[src/sram_alloc_cfg.svh]
// address map and allocation constants for the fast sram allocator
`ifndef SRAM_ALLOC_CFG_SVH
`define SRAM_ALLOC_CFG_SVH
`define BLOCK_BYTES      32'h0000_4000
`define BLOCK_AW         14
`define INSTR_BASE       32'h0010_0000
`define DATA_BASE        32'h0020_0000
`define SYS_BASE         32'h0030_0000
`define SRAM16_BASE      32'h0050_0000
`define PERIPH_LO        32'hfffa_0000
`define PERIPH_HI        32'hfffc_ffff
`define AREA_SPAN        32'h0001_4000
`define TCM_SPAN         32'h0000_8000
`define NUM_BLOCKS       3'h5
`define TOP_BLOCK        3'h4
`define INSTR_FIRST      3'h1
`define INSTR_SECOND     3'h0
`define DATA_FIRST       3'h3
`define DATA_SECOND      3'h2
`define SIZE_RESET       2'h0
`define NUM_PERIPH       4'hc
`endif

[src/sram_alloc_pkg.sv]
// types shared by the fast sram allocator
package sram_alloc_pkg;
    typedef enum logic [1:0] {
        SIZE_0K  = 2'b00,
        SIZE_16K = 2'b01,
        SIZE_32K = 2'b10
    } tcm_size_type;
    typedef enum logic [2:0] {
        TGT_NONE   = 3'b000,
        TGT_FAST   = 3'b001,
        TGT_SRAM16 = 3'b010,
        TGT_ROM    = 3'b011,
        TGT_EXT0   = 3'b100,
        TGT_PERIPH = 3'b101
    } target_type;
endpackage : sram_alloc_pkg

[src/slot_to_block.sv]
// maps a system-bus slot index to a physical block number
`timescale 1ns/1ps
`default_nettype none
`include "sram_alloc_cfg.svh"
module slot_to_block
    import sram_alloc_pkg::*;
(
    input  wire logic [1:0] instr_size,  // instr coupled area size
    input  wire logic [1:0] data_size,   // data coupled area size
    input  wire logic [2:0] slot,        // system-bus slot index
    output logic            valid,       // slot exists in this layout
    output logic      [2:0] block        // physical block number
);
    logic [4:0] claimed;
    logic [2:0] cnt;
    // mark blocks taken by coupled areas
    always_comb begin
        claimed = 5'h00;
        if (instr_size != 2'h0) claimed[`INSTR_FIRST] = 1'b1;
        if (instr_size == 2'h2) claimed[`INSTR_SECOND] = 1'b1;
        if (data_size != 2'h0)  claimed[`DATA_FIRST] = 1'b1;
        if (data_size == 2'h2)  claimed[`DATA_SECOND] = 1'b1;
    end
    // walk blocks downward, pick slot-th free one
    always_comb begin
        valid = 1'b0;
        block = `TOP_BLOCK;
        cnt   = 3'h0;
        for (int i = 4; i >= 0; i--) begin
            if (!claimed[i]) begin
                if (cnt == slot && !valid) begin
                    valid = 1'b1;
                    block = 3'(i);
                end
                cnt = cnt + 3'h1;
            end
        end
    end
endmodule : slot_to_block
`default_nettype wire

[src/sram_bank_alloc.sv]
// address decode and bank allocation for the 80 kbyte fast sram
`timescale 1ns/1ps
`default_nettype none
`include "sram_alloc_cfg.svh"
module sram_bank_alloc
    import sram_alloc_pkg::*;
(
    input  wire logic        core_clk,       // master clock
    input  wire logic        rst_n,          // async reset, active low
    input  wire logic [1:0]  instr_size_cfg, // instr area size request
    input  wire logic [1:0]  data_size_cfg,  // data area size request
    input  wire logic        remap,          // remap flag
    input  wire logic        boot_source_select, // boot strap pin
    input  wire logic        bus_req,        // bus-matrix access valid
    input  wire logic [31:0] bus_addr,       // bus-matrix address
    input  wire logic        instr_port_req,  // instr coupled port access
    input  wire logic [14:0] instr_port_addr, // instr coupled offset
    input  wire logic        data_port_req,   // data coupled port access
    input  wire logic [14:0] data_port_addr,  // data coupled offset
    output logic             bus_ready,      // bus access done
    output logic             bus_error,      // unmapped bus address
    output logic       [2:0] bus_target,     // target_type code
    output logic       [2:0] bus_block,      // fast sram block
    output logic [13:0]      bus_offset,     // offset inside block
    output logic       [3:0] periph_sel,     // peripheral slot number
    output logic             instr_port_ready, // instr port done
    output logic       [2:0] instr_port_block, // instr port block
    output logic             data_port_ready,  // data port done
    output logic       [2:0] data_port_block,  // data port block
    output logic       [1:0] instr_size,     // active instr size
    output logic       [1:0] data_size,      // active data size
    output logic             boot_sel        // latched boot strap
);
    //------------------------------------------------------------
    // state
    //------------------------------------------------------------
    typedef struct packed {
        logic [2:0]  sync;
        logic [1:0]  fill;
        logic        strap_done;
        logic        boot_sel;
        logic [1:0]  instr_size;
        logic [1:0]  data_size;
        logic        bus_ready;
        logic        bus_error;
        logic [2:0]  bus_target;
        logic [2:0]  bus_block;
        logic [13:0] bus_offset;
        logic [3:0]  periph_sel;
        logic        instr_port_ready;
        logic [2:0]  instr_port_block;
        logic        data_port_ready;
        logic [2:0]  data_port_block;
    } state_type;

    state_type cur;
    state_type next_cur;

    logic [2:0]  slot;
    logic        slot_ok;
    logic [2:0]  slot_blk;
    logic [31:0] sys_off;
    logic [31:0] z_off;
    logic        in_sys;
    logic [31:0] bus_eff;

    // zero window aliases the system-bus area after remap
    assign z_off   = bus_addr;
    assign in_sys  = (bus_addr >= `SYS_BASE) &&
                     (bus_addr < `SYS_BASE + `AREA_SPAN);
    assign bus_eff = (remap && bus_addr < `AREA_SPAN) ? z_off : 
                     bus_addr - `SYS_BASE;
    assign sys_off = bus_eff;
    assign slot    = sys_off[16:14];

    // system-bus slot lookup on the sizes in force
    slot_to_block u_slot (
        .instr_size (cur.instr_size),
        .data_size  (cur.data_size),
        .slot       (slot),
        .valid      (slot_ok),
        .block      (slot_blk)
    );

    //------------------------------------------------------------
    // next state
    //------------------------------------------------------------
    always_comb begin
        next_cur = cur;
        next_cur.sync = {cur.sync[1:0], boot_source_select};
        // strap caught once the pin has filled all three stages
        if (cur.fill != 2'h3)
            next_cur.fill = cur.fill + 2'h1;
        if (!cur.strap_done && cur.fill == 2'h3 &&
            cur.sync[2] == cur.sync[1]) begin
            next_cur.boot_sel   = cur.sync[2];
            next_cur.strap_done = 1'b1;
        end
        // sizes move only between accesses
        if (!bus_req && !instr_port_req && !data_port_req) begin
            if (instr_size_cfg <= 2'h2)
                next_cur.instr_size = instr_size_cfg;
            if (data_size_cfg <= 2'h2)
                next_cur.data_size = data_size_cfg;
        end
        next_cur.bus_ready  = bus_req;
        next_cur.bus_error  = 1'b0;
        next_cur.bus_target = TGT_NONE;
        next_cur.bus_block  = 3'h0;
        next_cur.bus_offset = bus_addr[13:0];
        next_cur.periph_sel = 4'h0;
        if (bus_req) begin
            if (bus_addr < `AREA_SPAN && remap) begin
                next_cur.bus_target = slot_ok ? TGT_FAST : TGT_NONE;
                next_cur.bus_block  = slot_blk;
                next_cur.bus_error  = !slot_ok;
            end else if (bus_addr < `BLOCK_BYTES * 32'h8) begin
                next_cur.bus_target = cur.boot_sel ? TGT_ROM : TGT_EXT0;
            end else if (in_sys) begin
                next_cur.bus_target = slot_ok ? TGT_FAST : TGT_NONE;
                next_cur.bus_block  = slot_blk;
                next_cur.bus_error  = !slot_ok;
            end else if (bus_addr >= `INSTR_BASE &&
                         bus_addr < `INSTR_BASE + `TCM_SPAN &&
                         (bus_addr[14] ? cur.instr_size == 2'h2
                                       : cur.instr_size != 2'h0)) begin
                next_cur.bus_target = TGT_FAST;
                next_cur.bus_block  = bus_addr[14] ? `INSTR_SECOND
                                                   : `INSTR_FIRST;
            end else if (bus_addr >= `DATA_BASE &&
                         bus_addr < `DATA_BASE + `TCM_SPAN &&
                         (bus_addr[14] ? cur.data_size == 2'h2
                                       : cur.data_size != 2'h0)) begin
                next_cur.bus_target = TGT_FAST;
                next_cur.bus_block  = bus_addr[14] ? `DATA_SECOND
                                                   : `DATA_FIRST;
            end else if (bus_addr >= `SRAM16_BASE &&
                         bus_addr < `SRAM16_BASE + `BLOCK_BYTES) begin
                next_cur.bus_target = TGT_SRAM16;
            end else if (bus_addr >= `PERIPH_LO &&
                         bus_addr <= `PERIPH_HI) begin
                next_cur.bus_target = TGT_PERIPH;
                next_cur.periph_sel = 4'((bus_addr - `PERIPH_LO) >>
                                         `BLOCK_AW);
            end else begin
                next_cur.bus_error = 1'b1;
            end
        end
        // coupled ports, one cycle each
        // second half answers only in the 32K setting
        next_cur.instr_port_ready = instr_port_req &&
            (instr_port_addr[14] ? cur.instr_size == 2'h2
                                 : cur.instr_size != 2'h0);
        next_cur.instr_port_block = instr_port_addr[14] ? `INSTR_SECOND
                                                         : `INSTR_FIRST;
        next_cur.data_port_ready = data_port_req &&
            (data_port_addr[14] ? cur.data_size == 2'h2
                                : cur.data_size != 2'h0);
        next_cur.data_port_block = data_port_addr[14] ? `DATA_SECOND
                                                       : `DATA_FIRST;
    end

    // register the state
    always_ff @(posedge core_clk or negedge rst_n) begin
        if (!rst_n) begin
            cur <= '0;
        end else begin
            cur <= next_cur;
        end
    end

    assign bus_ready  = cur.bus_ready;
    assign bus_error  = cur.bus_error;
    assign bus_target = cur.bus_target;
    assign bus_block  = cur.bus_block;
    assign bus_offset = cur.bus_offset;
    assign periph_sel = cur.periph_sel;
    assign instr_port_ready = cur.instr_port_ready;
    assign instr_port_block = cur.instr_port_block;
    assign data_port_ready  = cur.data_port_ready;
    assign data_port_block  = cur.data_port_block;
    assign instr_size = cur.instr_size;
    assign data_size  = cur.data_size;
    assign boot_sel   = cur.boot_sel;

    //------------------------------------------------------------
    // checks
    //------------------------------------------------------------
    a_bus_single: assert property (
        @(posedge core_clk) disable iff (!rst_n)
        bus_req |=> bus_ready) else $error("bus access not done");
    a_top_block: assert property (
        @(posedge core_clk) disable iff (!rst_n)
        bus_req && in_sys && bus_addr[16:14] == 3'h0 && !remap
        |=> bus_block == 3'h4) else $error("slot0 not block 4");
    a_instr_first: assert property (
        @(posedge core_clk) disable iff (!rst_n)
        instr_port_req && !instr_port_addr[14] |=> instr_port_block == 3'h1)
        else $error("instr block wrong");
    a_instr_second: assert property (
        @(posedge core_clk) disable iff (!rst_n)
        bus_req && bus_addr[31:14] == 18'h00041 && instr_size == 2'h2
        |=> bus_target == 3'h1 && bus_block == 3'h0)
        else $error("instr second half wrong");
    a_data_first: assert property (
        @(posedge core_clk) disable iff (!rst_n)
        data_port_req && !data_port_addr[14] |=> data_port_block == 3'h3)
        else $error("data block wrong");
    a_size_hold: assert property (
        @(posedge core_clk) disable iff (!rst_n)
        bus_req |=> $stable(instr_size) && $stable(data_size))
        else $error("size moved");
    a_sram16_hit: assert property (
        @(posedge core_clk) disable iff (!rst_n)
        bus_req && bus_addr[31:14] == 18'h00140 |=> bus_target == 3'h2)
        else $error("sram16 miss");
    a_periph_hit: assert property (
        @(posedge core_clk) disable iff (!rst_n)
        bus_req && bus_addr == 32'hfffa_0000 |=> bus_target == 3'h5)
        else $error("periph miss");
    a_size_legal: assert property (
        @(posedge core_clk) disable iff (!rst_n)
        instr_size != 2'h3 && data_size != 2'h3)
        else $error("size illegal");
    c_remap: cover property (@(posedge core_clk) bus_req && remap);
    c_full_tcm: cover property (@(posedge core_clk)
        instr_size == 2'h2 && data_size == 2'h2);
    c_periph: cover property (@(posedge core_clk) bus_target == 3'h5);
endmodule : sram_bank_alloc
`default_nettype wire

[config.mk]
export PLATFORM = sky130hd
export DESIGN_NAME = sram_bank_alloc
export DESIGN_NICKNAME = d
export VERILOG_FILES = /design/src/sram_alloc_pkg.sv /design/src/slot_to_block.sv /design/src/sram_bank_alloc.sv
export VERILOG_INCLUDE_DIRS = /design/src
export SDC_FILE = /design/constraint.sdc
export NUM_CORES = 1
export LEC_CHECK = 0
export ABC_AREA = 1
export BUFFER_PORTS_ARGS = -buffer_cell sky130_fd_sc_hd__buf_2
export CORE_UTILIZATION = 45
export CTS_CLUSTER_DIAMETER = 100
export DETAILED_ROUTE_END_ITERATION = 12
export GPL_ROUTABILITY_DRIVEN = 0
export GPL_TIMING_DRIVEN = 1
export PLACE_DENSITY = 0.77
export SLEW_MARGIN = 20
export SYNTH_ARGS = -nofsm -noshare
export SYNTH_HDL_FRONTEND = slang
export SYNTH_HIERARCHICAL = 1
export SYNTH_SLANG_ARGS = --single-unit
[constraint.sdc]
create_clock -name core_clk -period 4.4 [get_ports core_clk]
set_clock_uncertainty 0.05 [all_clocks]
set_input_delay 0.44 -clock core_clk [delete_from_list [all_inputs] [get_ports core_clk]]
set_output_delay 0.44 -clock core_clk [all_outputs]
set_load 0.005 [all_outputs]
==> results of run 1 <==
[worst max-delay path: stages, from the launching register on]
cell and delay, ns:
dfrtp_1 0.47, nor2_2 0.29, nand2_2 0.11, nand2_1 0.09, nand2_1 0.05, nor2_1 0.12
nand2_2 0.08, nand3b_1 0.11, inv_1 0.07, o21ai_0 0.19, o21ai_1 0.08, o21ai_1 0.07
[cell type report]
| class | count | area [µm²] |
|---|---|---|
| Fill cell | 473 | 2210 |
| Sequential cell | 42 | 1050 |
| Multi-Input combinational cell | 162 | 791 |
| Timing Repair Buffer | 80 | 400 |
| Inverter | 36 | 135 |
| Tap cell | 67 | 83.8 |
| Clock buffer | 5 | 68.8 |
| Clock inverter | 2 | 10.0 |
[registers in the layout (all words and copies together) (netlist names)]
| register | flops |
|---|---|
| bus_offset | 14 |
| cur | 6 |
| periph_sel | 4 |
| bus_block | 3 |
| bus_target | 3 |
| data_port_block | 2 |
| data_size | 2 |
| instr_size | 2 |
| boot_sel | 1 |
| bus_error | 1 |
| bus_ready | 1 |
| data_port_ready | 1 |
| instr_port_block | 1 |
| instr_port_ready | 1 |
[stage by stage]
stage               cells  worst slack [ns]  util, %  power (mW)  hold slack [ns]
finish                394              2.56     53.4       0.804            0.206
global route          394              2.40     53.4       0.855            0.191
CTS                   394              2.59     53.4       0.816            0.196
detailed placement    387              2.61     51.8       0.589            0.290
global placement      387              2.64     51.8       0.586            0.283
floorplan             274              2.85        -       0.539           0.0944
[logic make-up after synthesis]
family,count (synthesis),share of synthesized area (%)
simple gates,130,26.9
buf+inv,70,17.5
flops,42,47.2
compound gates,23,5.46
mux,3,1.52
other cells,2,0.338
fa+ha+maj,1,0.562
xor+xnor,1,0.394
[cells in the final DEF (no fill, tap or decap), drive strengths merged]
| cell type | count |
|---|---|
| buf | 80 |
| nand2 | 63 |
| dfrtp | 42 |
| nor2 | 41 |
| inv | 36 |
| nand3 | 13 |
| o21ai | 13 |
| a21oi | 9 |
| nor3 | 5 |
| clkbuf | 5 |
| conb | 4 |
| nand4 | 3 |
| mux2 | 3 |
| nor4 | 2 |
| clkinv | 2 |
| nand3b | 2 |
| nor3b | 1 |
| o211ai | 1 |
| xnor2 | 1 |
| ha | 1 |
[worst max-delay path by stage]
| stage | cells after the start | endpoint | startpoint |
|---|---|---|---|
| floorplan | 12 | bus_error$_DFF_PN0_ | data_size[0]$_DFFE_PN0P_ |
| global placement | 11 | bus_target[0]$_DFF_PN0_ | bus_addr[14] |
| detailed placement | 11 | bus_target[0]$_DFF_PN0_ | bus_addr[14] |
| CTS | 11 | bus_target[0]$_DFF_PN0_ | data_size[0]$_DFFE_PN0P_ |
| global route | 13 | bus_error$_DFF_PN0_ | data_size[0]$_DFFE_PN0P_ |
| finish | 11 | bus_target[0]$_DFF_PN0_ | data_size[0]$_DFFE_PN0P_ |
[where the power goes]
| part | leakage [nW] | switching (mW) | total, mW | internal, mW |
|---|---|---|---|---|
| Combinational | 0.871 | 0.0861 | 0.149 | 0.0626 |
| Clock | 0.0438 | 0.117 | 0.223 | 0.106 |
| Sequential | 0.506 | 0.0214 | 0.433 | 0.411 |
[layer usage]
layer / vias to the layer above / global-route usage (%) / wire length (µm) / share of wire, %
met5: - / 0 / 0 / 0
met4: 0 / 7.84 / 77 / 1.9
met3: 7 / 2.92 / 236 / 5.9
met2: 66 / 31.4 / 1980 / 50
met1: 822 / 19.5 / 1700 / 43
li1: 917 / - / - / -
==> impl_metrics.env, run 1 <==
export IMPL_outcome="finished clean"
export IMPL_final_nets=401
export IMPL_dpl_hpwl_um=3200
export IMPL_cts_buffer_depth=2
export IMPL_core_rowCount=25
export IMPL_p_per_area_mw_per_mm2=317
export IMPL_clock_sinks=42
export IMPL_finalHoldViolations=0
export IMPL_vdd_drop_max_uv=144
export IMPL_critPathCaptureType="flop"
export IMPL_relSlewSlack_pct=41.4
export IMPL_hp_start="bus_addr[8]"
export IMPL_viasPerCell=4.60
export IMPL_cts_tree="yes"
export IMPL_first_global_vias=1720
export IMPL_tns_ns=0
export IMPL_fmax_mhz=545
export IMPL_cts_max_level=2
export IMPL_cp_max_fo=10
export IMPL_power_leakage_nw=1.42
export IMPL_synthArstFlopShare_pct=100
export IMPL_worstSetupPathType="flop to flop"
export IMPL_grt_pass1_wl_um=6980
export IMPL_grt_start_max_net_pins=43
export IMPL_ys_flop_type="dfrtp_1"
export IMPL_netlist_area_leader_share_pct=47.2
export IMPL_postRouteAntennaNets=0
export IMPL_final_area_mm2=0.00254
export IMPL_reg2reg_depth=11
export IMPL_fp_dieW_um=72.3
export IMPL_yosysTopAreaCell="dfrtp_1"
export IMPL_crit_required_ns=4.56
export IMPL_drt_iter0_markers=58
export IMPL_worstHoldEndpoint="bus_offset[8]$_DFF_PN0_"
export IMPL_portBuffers=80
export IMPL_drt_pass1_iter_count=5
export IMPL_synthTopCellsByCount="nand2_1, dfrtp_1, nor2_1, buf_4, inv_1"
export IMPL_start_util_pct=46.8
export IMPL_drt_wl_total_um=4000
export IMPL_num_antenna_cells=0
export IMPL_slew_viol_final=0
export IMPL_yosys_warnings=6
export IMPL_post_cts_buffers=0
export IMPL_critPathLaunchType="flop"
export IMPL_syn_instance_count=272
export IMPL_synth_area_leaders="dfrtp_1, buf_4, nand2_1"
export IMPL_placed_cell_area_mm2=0.00246
export IMPL_coreArea_mm2=0.00475
export IMPL_postCtsHoldBufs=0
export IMPL_dieArea_mm2=0.00523
export IMPL_antenna_found_initial=0
export IMPL_worst_hold_path_type="input port to flop"
export IMPL_clk_pin_slew_ns=0.07
export IMPL_arrival_ns=2.00
export IMPL_yosysSeqAreaShare_pct=47.2
export IMPL_timing_final_crit_share_pct=41.7
export IMPL_period_minus_slack_ns=1.84
export IMPL_numCtsBuffers=5
export IMPL_regToRegSetupSlack_ns=2.56
export IMPL_rsz0062_at_grt="false"
export IMPL_die_h_um=72.3
export IMPL_netlist_area_mm2=0.00222
export IMPL_drive_above_1_share_pct=34.3
export IMPL_drc=0
export IMPL_syn2layout_area_growth_pct=14.2
export IMPL_cts_root_buf="clkbuf_8"
export IMPL_synth_edf_count=0
export IMPL_post_drt_wl_per_cell_um=10.1
export IMPL_tightest_slew_ns=0.879
export IMPL_vias=1812
export IMPL_setup_viol=0
export IMPL_avgSynthCellArea_um2=8.18
export IMPL_r2r_end="bus_target[0]$_DFF_PN0_"
export IMPL_clk_latency_ns=0.29
export IMPL_track_usage_pct=17.2
export IMPL_ys_types=25
export IMPL_cts_resized=0
export IMPL_max_cap_viol_count=0
export IMPL_ys_ff_latch=42
export IMPL_grt_overflow=0
export IMPL_whs_path_depth=1
export IMPL_yosysMostFrequentCell="nand2_1"
export IMPL_pin_count=112
export IMPL_r2r_start="data_size[0]$_DFFE_PN0P_"
(Power assumes the default switching activity.)
==> inputs of run 2 (changes only) <==
==> constraint.sdc (replaced) <==
create_clock -name core_clk -period 1.69 [get_ports core_clk]
set_clock_uncertainty 0.05 [all_clocks]
set_input_delay 0.169 -clock core_clk [delete_from_list [all_inputs] [get_ports core_clk]]
set_output_delay 0.169 -clock core_clk [all_outputs]
set_load 0.005 [all_outputs]
==> run 2 against run 1 <==
  * Sequential power rose to 2.6 times the previous value
  * Core utilization rose by 5.3 points
  * Die area did not move
  * Design area up 10%
  * Clock power rose to 2.6 times the previous value
  * Worst hold slack lost 0.17 ns
==> impl_metrics.env, run 2 (synthesis results as in run 1) <==
export IMPL_drt_pass1_iter_count=4
export IMPL_critPathCaptureType="flop"
export IMPL_grt_start_max_net_pins=43
export IMPL_cp_max_fo=5
export IMPL_power_frac_seq_pct=51.6
export IMPL_nFillCells=470
export IMPL_core_rowCount=25
export IMPL_finalHoldViolations=0
export IMPL_vias=1847
export IMPL_combPwrFrac_pct=22.0
export IMPL_arrival_ns=1.76
export IMPL_power_leakage_nw=1.52
export IMPL_max_cap_viol_count=0
export IMPL_clk_latency_ns=0.28
export IMPL_reg2reg_depth=12
export IMPL_fmax_mhz=611
export IMPL_crit_required_ns=1.81
export IMPL_dieArea_mm2=0.00523
export IMPL_worst_hold_path_type="input port to flop"
export IMPL_cts_tree="yes"
export IMPL_whs_path_depth=2
export IMPL_cts_buffer_depth=2
export IMPL_setup_viol=0
export IMPL_rsz0062_at_grt="true"
export IMPL_worstHoldEndpoint="periph_sel[3]$_DFF_PN0_"
export IMPL_outcome="finished clean"
export IMPL_numCtsBuffers=5
export IMPL_vdd_drop_max_uv=456
export IMPL_switchingPower_uw=613
export IMPL_num_antenna_cells=0
export IMPL_p_per_area_mw_per_mm2=784
export IMPL_clk_pin_slew_ns=0.07
export IMPL_cts_root_buf="clkbuf_8"
export IMPL_intPower_mw=1.58
export IMPL_drive_above_1_share_pct=36.6
export IMPL_syn2layout_area_growth_pct=25.5
export IMPL_dp_cells=390
export IMPL_portBuffers=80
export IMPL_clock_sinks=42
export IMPL_relSlewSlack_pct=66.3
export IMPL_period_minus_slack_ns=1.64
export IMPL_layout_common_cells="buf_2, nand2_1, dfrtp_1, nor2_1, inv_1"
export IMPL_tightest_slew_ns=0.505
export IMPL_regToRegSetupSlack_ns=0.05
export IMPL_worstSetupPathType="flop to flop"
export IMPL_track_usage_pct=17.8
export IMPL_largest_reg_flops=14
export IMPL_start_util_pct=46.8
export IMPL_critPathLaunchType="flop"
export IMPL_post_drt_wl_per_cell_um=10.5
export IMPL_clkPwrFrac_pct=26.4
export IMPL_r2r_start="data_size[0]$_DFFE_PN0P_"
export IMPL_drt_wl_total_um=4360
export IMPL_r2r_end="bus_error$_DFF_PN0_"
export IMPL_drc=0
export IMPL_drt_iter0_markers=79
export IMPL_antenna_found_initial=0
export IMPL_grt_overflow=0
export IMPL_final_common_cell="buf_2"
export IMPL_first_global_vias=1793
export IMPL_sw_frac_of_total_pct=28.0
export IMPL_whs_ns=0.0364
export IMPL_die_h_um=72.3
export IMPL_pin_count=112
export IMPL_coreArea_mm2=0.00475
export IMPL_dpl_hpwl_um=3190
export IMPL_timing_final_crit_share_pct=96.8
export IMPL_hp_start="bus_addr[17]"
export IMPL_final_cells=417
export IMPL_slew_viol_final=0
export IMPL_fp_dieW_um=72.3
export IMPL_cts_max_level=2
export IMPL_grt_pass1_wl_um=7220
export IMPL_postRouteAntennaNets=0
export IMPL_viasPerCell=4.43
export IMPL_final_nets=424
==> run 2: changes by cell type in the layout (fill, tap and decap cells not counted), sizes merged <==
cell         delta
buf             +5
dlygate4sd3    +18
==> run 2: power groups by stage <==
| stage | clock (mW) | sequential, mW | combinational, mW |
|---|---|---|---|
| after floorplan | 0 | 1.14 | 0.265 |
| after global placement | 0 | 1.14 | 0.407 |
| after detailed placement | 0 | 1.14 | 0.415 |
| after CTS | 0.606 | 1.12 | 0.451 |
| after global routing | 0.646 | 1.14 | 0.551 |
| final | 0.578 | 1.13 | 0.481 |
==> run 2: through the flow <==
stage          utilization [%]  setup WS (ns)  total power [mW]  area (µm²)  TNS [ns]
5_1_grt                   58.7        -0.0937              2.34        2790    -0.147
6_report                  58.7         0.0534              2.19        2790         0
2_1_floorplan                -          0.143              1.40        2230         0
3_5_place_dp              52.2        0.00525              1.55        2480         0
3_3_place_gp              52.2         0.0484              1.54        2480         0
4_1_cts                   57.8         0.0315              2.18        2750         0
==> run 2: critical path, stage by stage (launching register included) <==
cell      delay, ns
dfrtp_2        0.44
inv_1          0.07
nand2_1        0.08
nand2_1        0.09
nand2_1        0.08
nand2_1        0.06
nor2_1         0.12
nand2_2        0.07
nand3b_1       0.13
buf_4          0.14
nand3_2        0.08
nand2_1        0.09
a21oi_2        0.04
==> run 2: worst max-delay path by stage <==
stage | from | end | slack (ns) | cells past startpoint
6_report | data_size[0]$_DFFE_PN0P_ | bus_error$_DFF_PN0_ | 0.05 | 12
2_1_floorplan | data_size[0]$_DFFE_PN0P_ | bus_error$_DFF_PN0_ | 0.14 | 12
3_3_place_gp | data_size[0]$_DFFE_PN0P_ | bus_target[0]$_DFF_PN0_ | 0.05 | 11
4_1_cts | data_size[1]$_DFFE_PN0P_ | bus_error$_DFF_PN0_ | 0.03 | 14
5_1_grt | data_size[0]$_DFFE_PN0P_ | bus_error$_DFF_PN0_ | -0.09 | 13
3_5_place_dp | data_size[0]$_DFFE_PN0P_ | bus_error$_DFF_PN0_ | 0.005 | 12
==> run 2: cell type report <==
class,count,area [µm²],share of cell area [%]
sequential,42,1050,37.8
inverter,36,135,4.84
multi-input combinational,162,822,29.4
timing repair buffer,103,618,22.1
clock buffer,5,68.8,2.46
clock inverter,2,10.0,0.358
tap,67,83.8,3.00
==> run 2: timing repair <==
item | CTS | global route
gates resized for setup | 1 | 14
hold buffers | 18 | 0
gates cloned | 0 | 0
pin swaps | 0 | 10
buffers inserted | 0 | 2
hold endpoints to repair | 59 | 0
setup endpoints to repair | 2 | 2
==> run 2: metal layers <==
layer	vias up	track usage (%)	wire length, µm
li1	962	-	-
met5	-	0	0
met1	818	19.9	1840
met3	7	3.61	196
met2	60	32.6	2240
met4	0	7.41	85
==> inputs of run 3 (changes only) <==
--- a/config.mk
+++ b/config.mk
@@ -8,12 +8,14 @@
 export LEC_CHECK = 0
 export ABC_AREA = 1
 export BUFFER_PORTS_ARGS = -buffer_cell sky130_fd_sc_hd__buf_2
+export CORE_ASPECT_RATIO = 0.8
 export CORE_UTILIZATION = 45
 export CTS_CLUSTER_DIAMETER = 100
 export DETAILED_ROUTE_END_ITERATION = 12
 export GPL_ROUTABILITY_DRIVEN = 0
 export GPL_TIMING_DRIVEN = 1
 export PLACE_DENSITY = 0.77
+export RECOVER_POWER = 100
 export SLEW_MARGIN = 20
 export SYNTH_ARGS = -nofsm -noshare
 export SYNTH_HDL_FRONTEND = slang
==> run 3 against run 2 <==
  * Sequential power about the same
  * Setup slack worse by 0.069 ns
  * The flow now finishes with violations (negative setup slack)
  * Maximum frequency down 4.1%
==> impl_metrics.env, run 3 (synthesis results as in run 1) <==
export IMPL_regArea_mm2=0.00105
export IMPL_final_cells=415
export IMPL_arrival_ns=1.86
export IMPL_setup_viol=2
export IMPL_violations="negative setup slack"
export IMPL_finalHoldViolations=0
export IMPL_drc=0
export IMPL_drive_above_1_share_pct=32.4
export IMPL_timing_final_crit_share_pct=101
export IMPL_track_usage_pct=18.4
export IMPL_clk_pin_slew_ns=0.08
export IMPL_first_global_vias=1678
export IMPL_critPathCaptureType="flop"
export IMPL_power_leakage_nw=1.50
export IMPL_antenna_found_initial=0
export IMPL_cts_buffer_depth=2
export IMPL_crit_chain="nor2_4, nand2_2, nand2_1, nand2_1, nand2_1, inv_1, nand2_2, nand3b_1, buf_4, nand3_1, nand2_1, a21oi_1"
export IMPL_coreArea_mm2=0.00468
export IMPL_grt_most_used_layer="met2"
export IMPL_vdd_drop_max_uv=508
export IMPL_drt_iter0_markers=60
export IMPL_postRouteAntennaNets=0
export IMPL_worstSetupPathType="flop to flop"
export IMPL_dieArea_mm2=0.00523
export IMPL_worst_hold_path_type="input port to flop"
export IMPL_final_nets=428
export IMPL_viasPerCell=4.50
export IMPL_cts_max_level=2
export IMPL_die_h_um=64.9
export IMPL_clk_latency_ns=0.29
export IMPL_pin_count=112
export IMPL_post_drt_wl_per_cell_um=11.0
export IMPL_cts_root_buf="clkbuf_8"
export IMPL_max_cap_viol_count=0
export IMPL_timing_critical_path_mode_cell="nand2_1"
export IMPL_cp_max_fo=6
export IMPL_num_antenna_cells=0
export IMPL_period_minus_slack_ns=1.71
export IMPL_cpMaxStageDelayCell="dfrtp_2"
export IMPL_numCtsBuffers=5
export IMPL_drt_pass1_iter_count=4
export IMPL_grt_pass1_wl_um=7220
export IMPL_use_met2_pct=28.2
export IMPL_cp_slowest_stage_delay_ns=0.48
export IMPL_post_place_ws_ns=-0.0141
export IMPL_cts_tree="yes"
export IMPL_drt_wl_total_um=4570
export IMPL_fp_dieW_um=80.6
export IMPL_fmax_mhz=586
export IMPL_nFillCells=442
export IMPL_grt_start_max_net_pins=23
export IMPL_outcome="complete, but fails checks"
export IMPL_slew_viol_final=0
export IMPL_multi_input_area_um2=825
export IMPL_grt_overflow=0
export IMPL_crit_required_ns=1.84
export IMPL_p_per_area_mw_per_mm2=850
export IMPL_rsz0062_at_grt="true"
export IMPL_clock_sinks=42
export IMPL_regToRegSetupSlack_ns=-0.02
export IMPL_vias=1866
export IMPL_use_met3_pct=3.52
export IMPL_use_met1_pct=25.2
export IMPL_dp_cells=386
export IMPL_syn2layout_area_growth_pct=26.8
export IMPL_final_common_cell="buf_2"
export IMPL_core_rowCount=22
export IMPL_largest_reg_flops=14
export IMPL_start_util_pct=47.5
export IMPL_portBuffers=80
export IMPL_critPathLaunchType="flop"
export IMPL_layout_common_cells="buf_2, nand2_1, dfrtp_1, nor2_1, inv_1"
export IMPL_dpl_hpwl_um=3420
export IMPL_fin_ws_ns=-0.0158
==> run 3: cell count changes in the layout (fill, tap and decap cells not counted), sizes merged <==
cell | previous run | this run
clkbuf | 5 | 22
buf | 85 | 72
bufinv | 0 | 1
==> run 3: worst paths after layout <==
kind / startpoint / cells past startpoint / end
max: data_size[0]$_DFFE_PN0P_ / 12 / bus_error$_DFF_PN0_
min: bus_req / 1 / bus_ready$_DFF_PN0_
max reg2reg: data_size[0]$_DFFE_PN0P_ / 12 / bus_error$_DFF_PN0_
min reg2reg: cur[42]$_DFF_PN0_ / 0 / cur[43]$_DFF_PN0_
max in group asynchronous: rst_n / 3 / data_size[1]$_DFFE_PN0P_
min in group asynchronous: rst_n / 2 / bus_block[0]$_DFF_PN0_
==> run 3: cell type report <==
class / instances / area share, %
clock inverter: 3 / 1.42
timing repair buffer: 107 / 22.1
multi-input combinational: 162 / 29.2
sequential: 42 / 37.3
clock buffer: 5 / 2.44
tap: 60 / 2.66
inverter: 36 / 4.79
==> run 3: stage by stage <==
step / hold slack, ns / setup TNS (ns) / util (%) / power (mW) / area (µm²)
6_report: 0.0355 / -0.0283 / 60.3 / 2.40 / 2820
5_1_grt: 0.0175 / -0.255 / 60.3 / 2.54 / 2820
4_1_cts: 0.0219 / 0 / 59.7 / 2.38 / 2790
3_5_place_dp: 0.0883 / -0.0141 / 53.4 / 1.58 / 2500
3_3_place_gp: 0.0846 / 0 / 53.4 / 1.57 / 2500
2_1_floorplan: -0.177 / 0 / - / 1.40 / 2230
==> run 3: report_power, final <==
group	internal [mW]	switching, mW	leakage (nW)
logic	0.239	0.268	0.939
registers	1.07	0.0621	0.504
clock network	0.435	0.321	0.0579
==> run 3: routing by layer <==
metal	vias up	share of wire, %
met5	-	0
met4	0	0.39
met3	2	6.5
met2	78	44
met1	812	49
li1	974	-
==> run 3: worst max-delay path: cells and delay by family (launching register included) <==
| kind | cells | cell delay (ns) |
|---|---|---|
| AND/OR/NAND/NOR | 9 | 0.74 |
| flip-flops | 1 | 0.48 |
| AO/OA/AOI/OAI | 1 | 0.12 |
| buffers and inverters | 2 | 0.21 |
==> run 3: repair_timing <==
item / CTS / global route
pin swaps: 0 / 3
hold buffers: 18 / 0
gates cloned: 0 / 0
endpoints found under the setup margin: 1 / 2
buffers inserted: 0 / 3
resized for setup: 3 / 10
endpoints found under the hold margin: 38 / 0
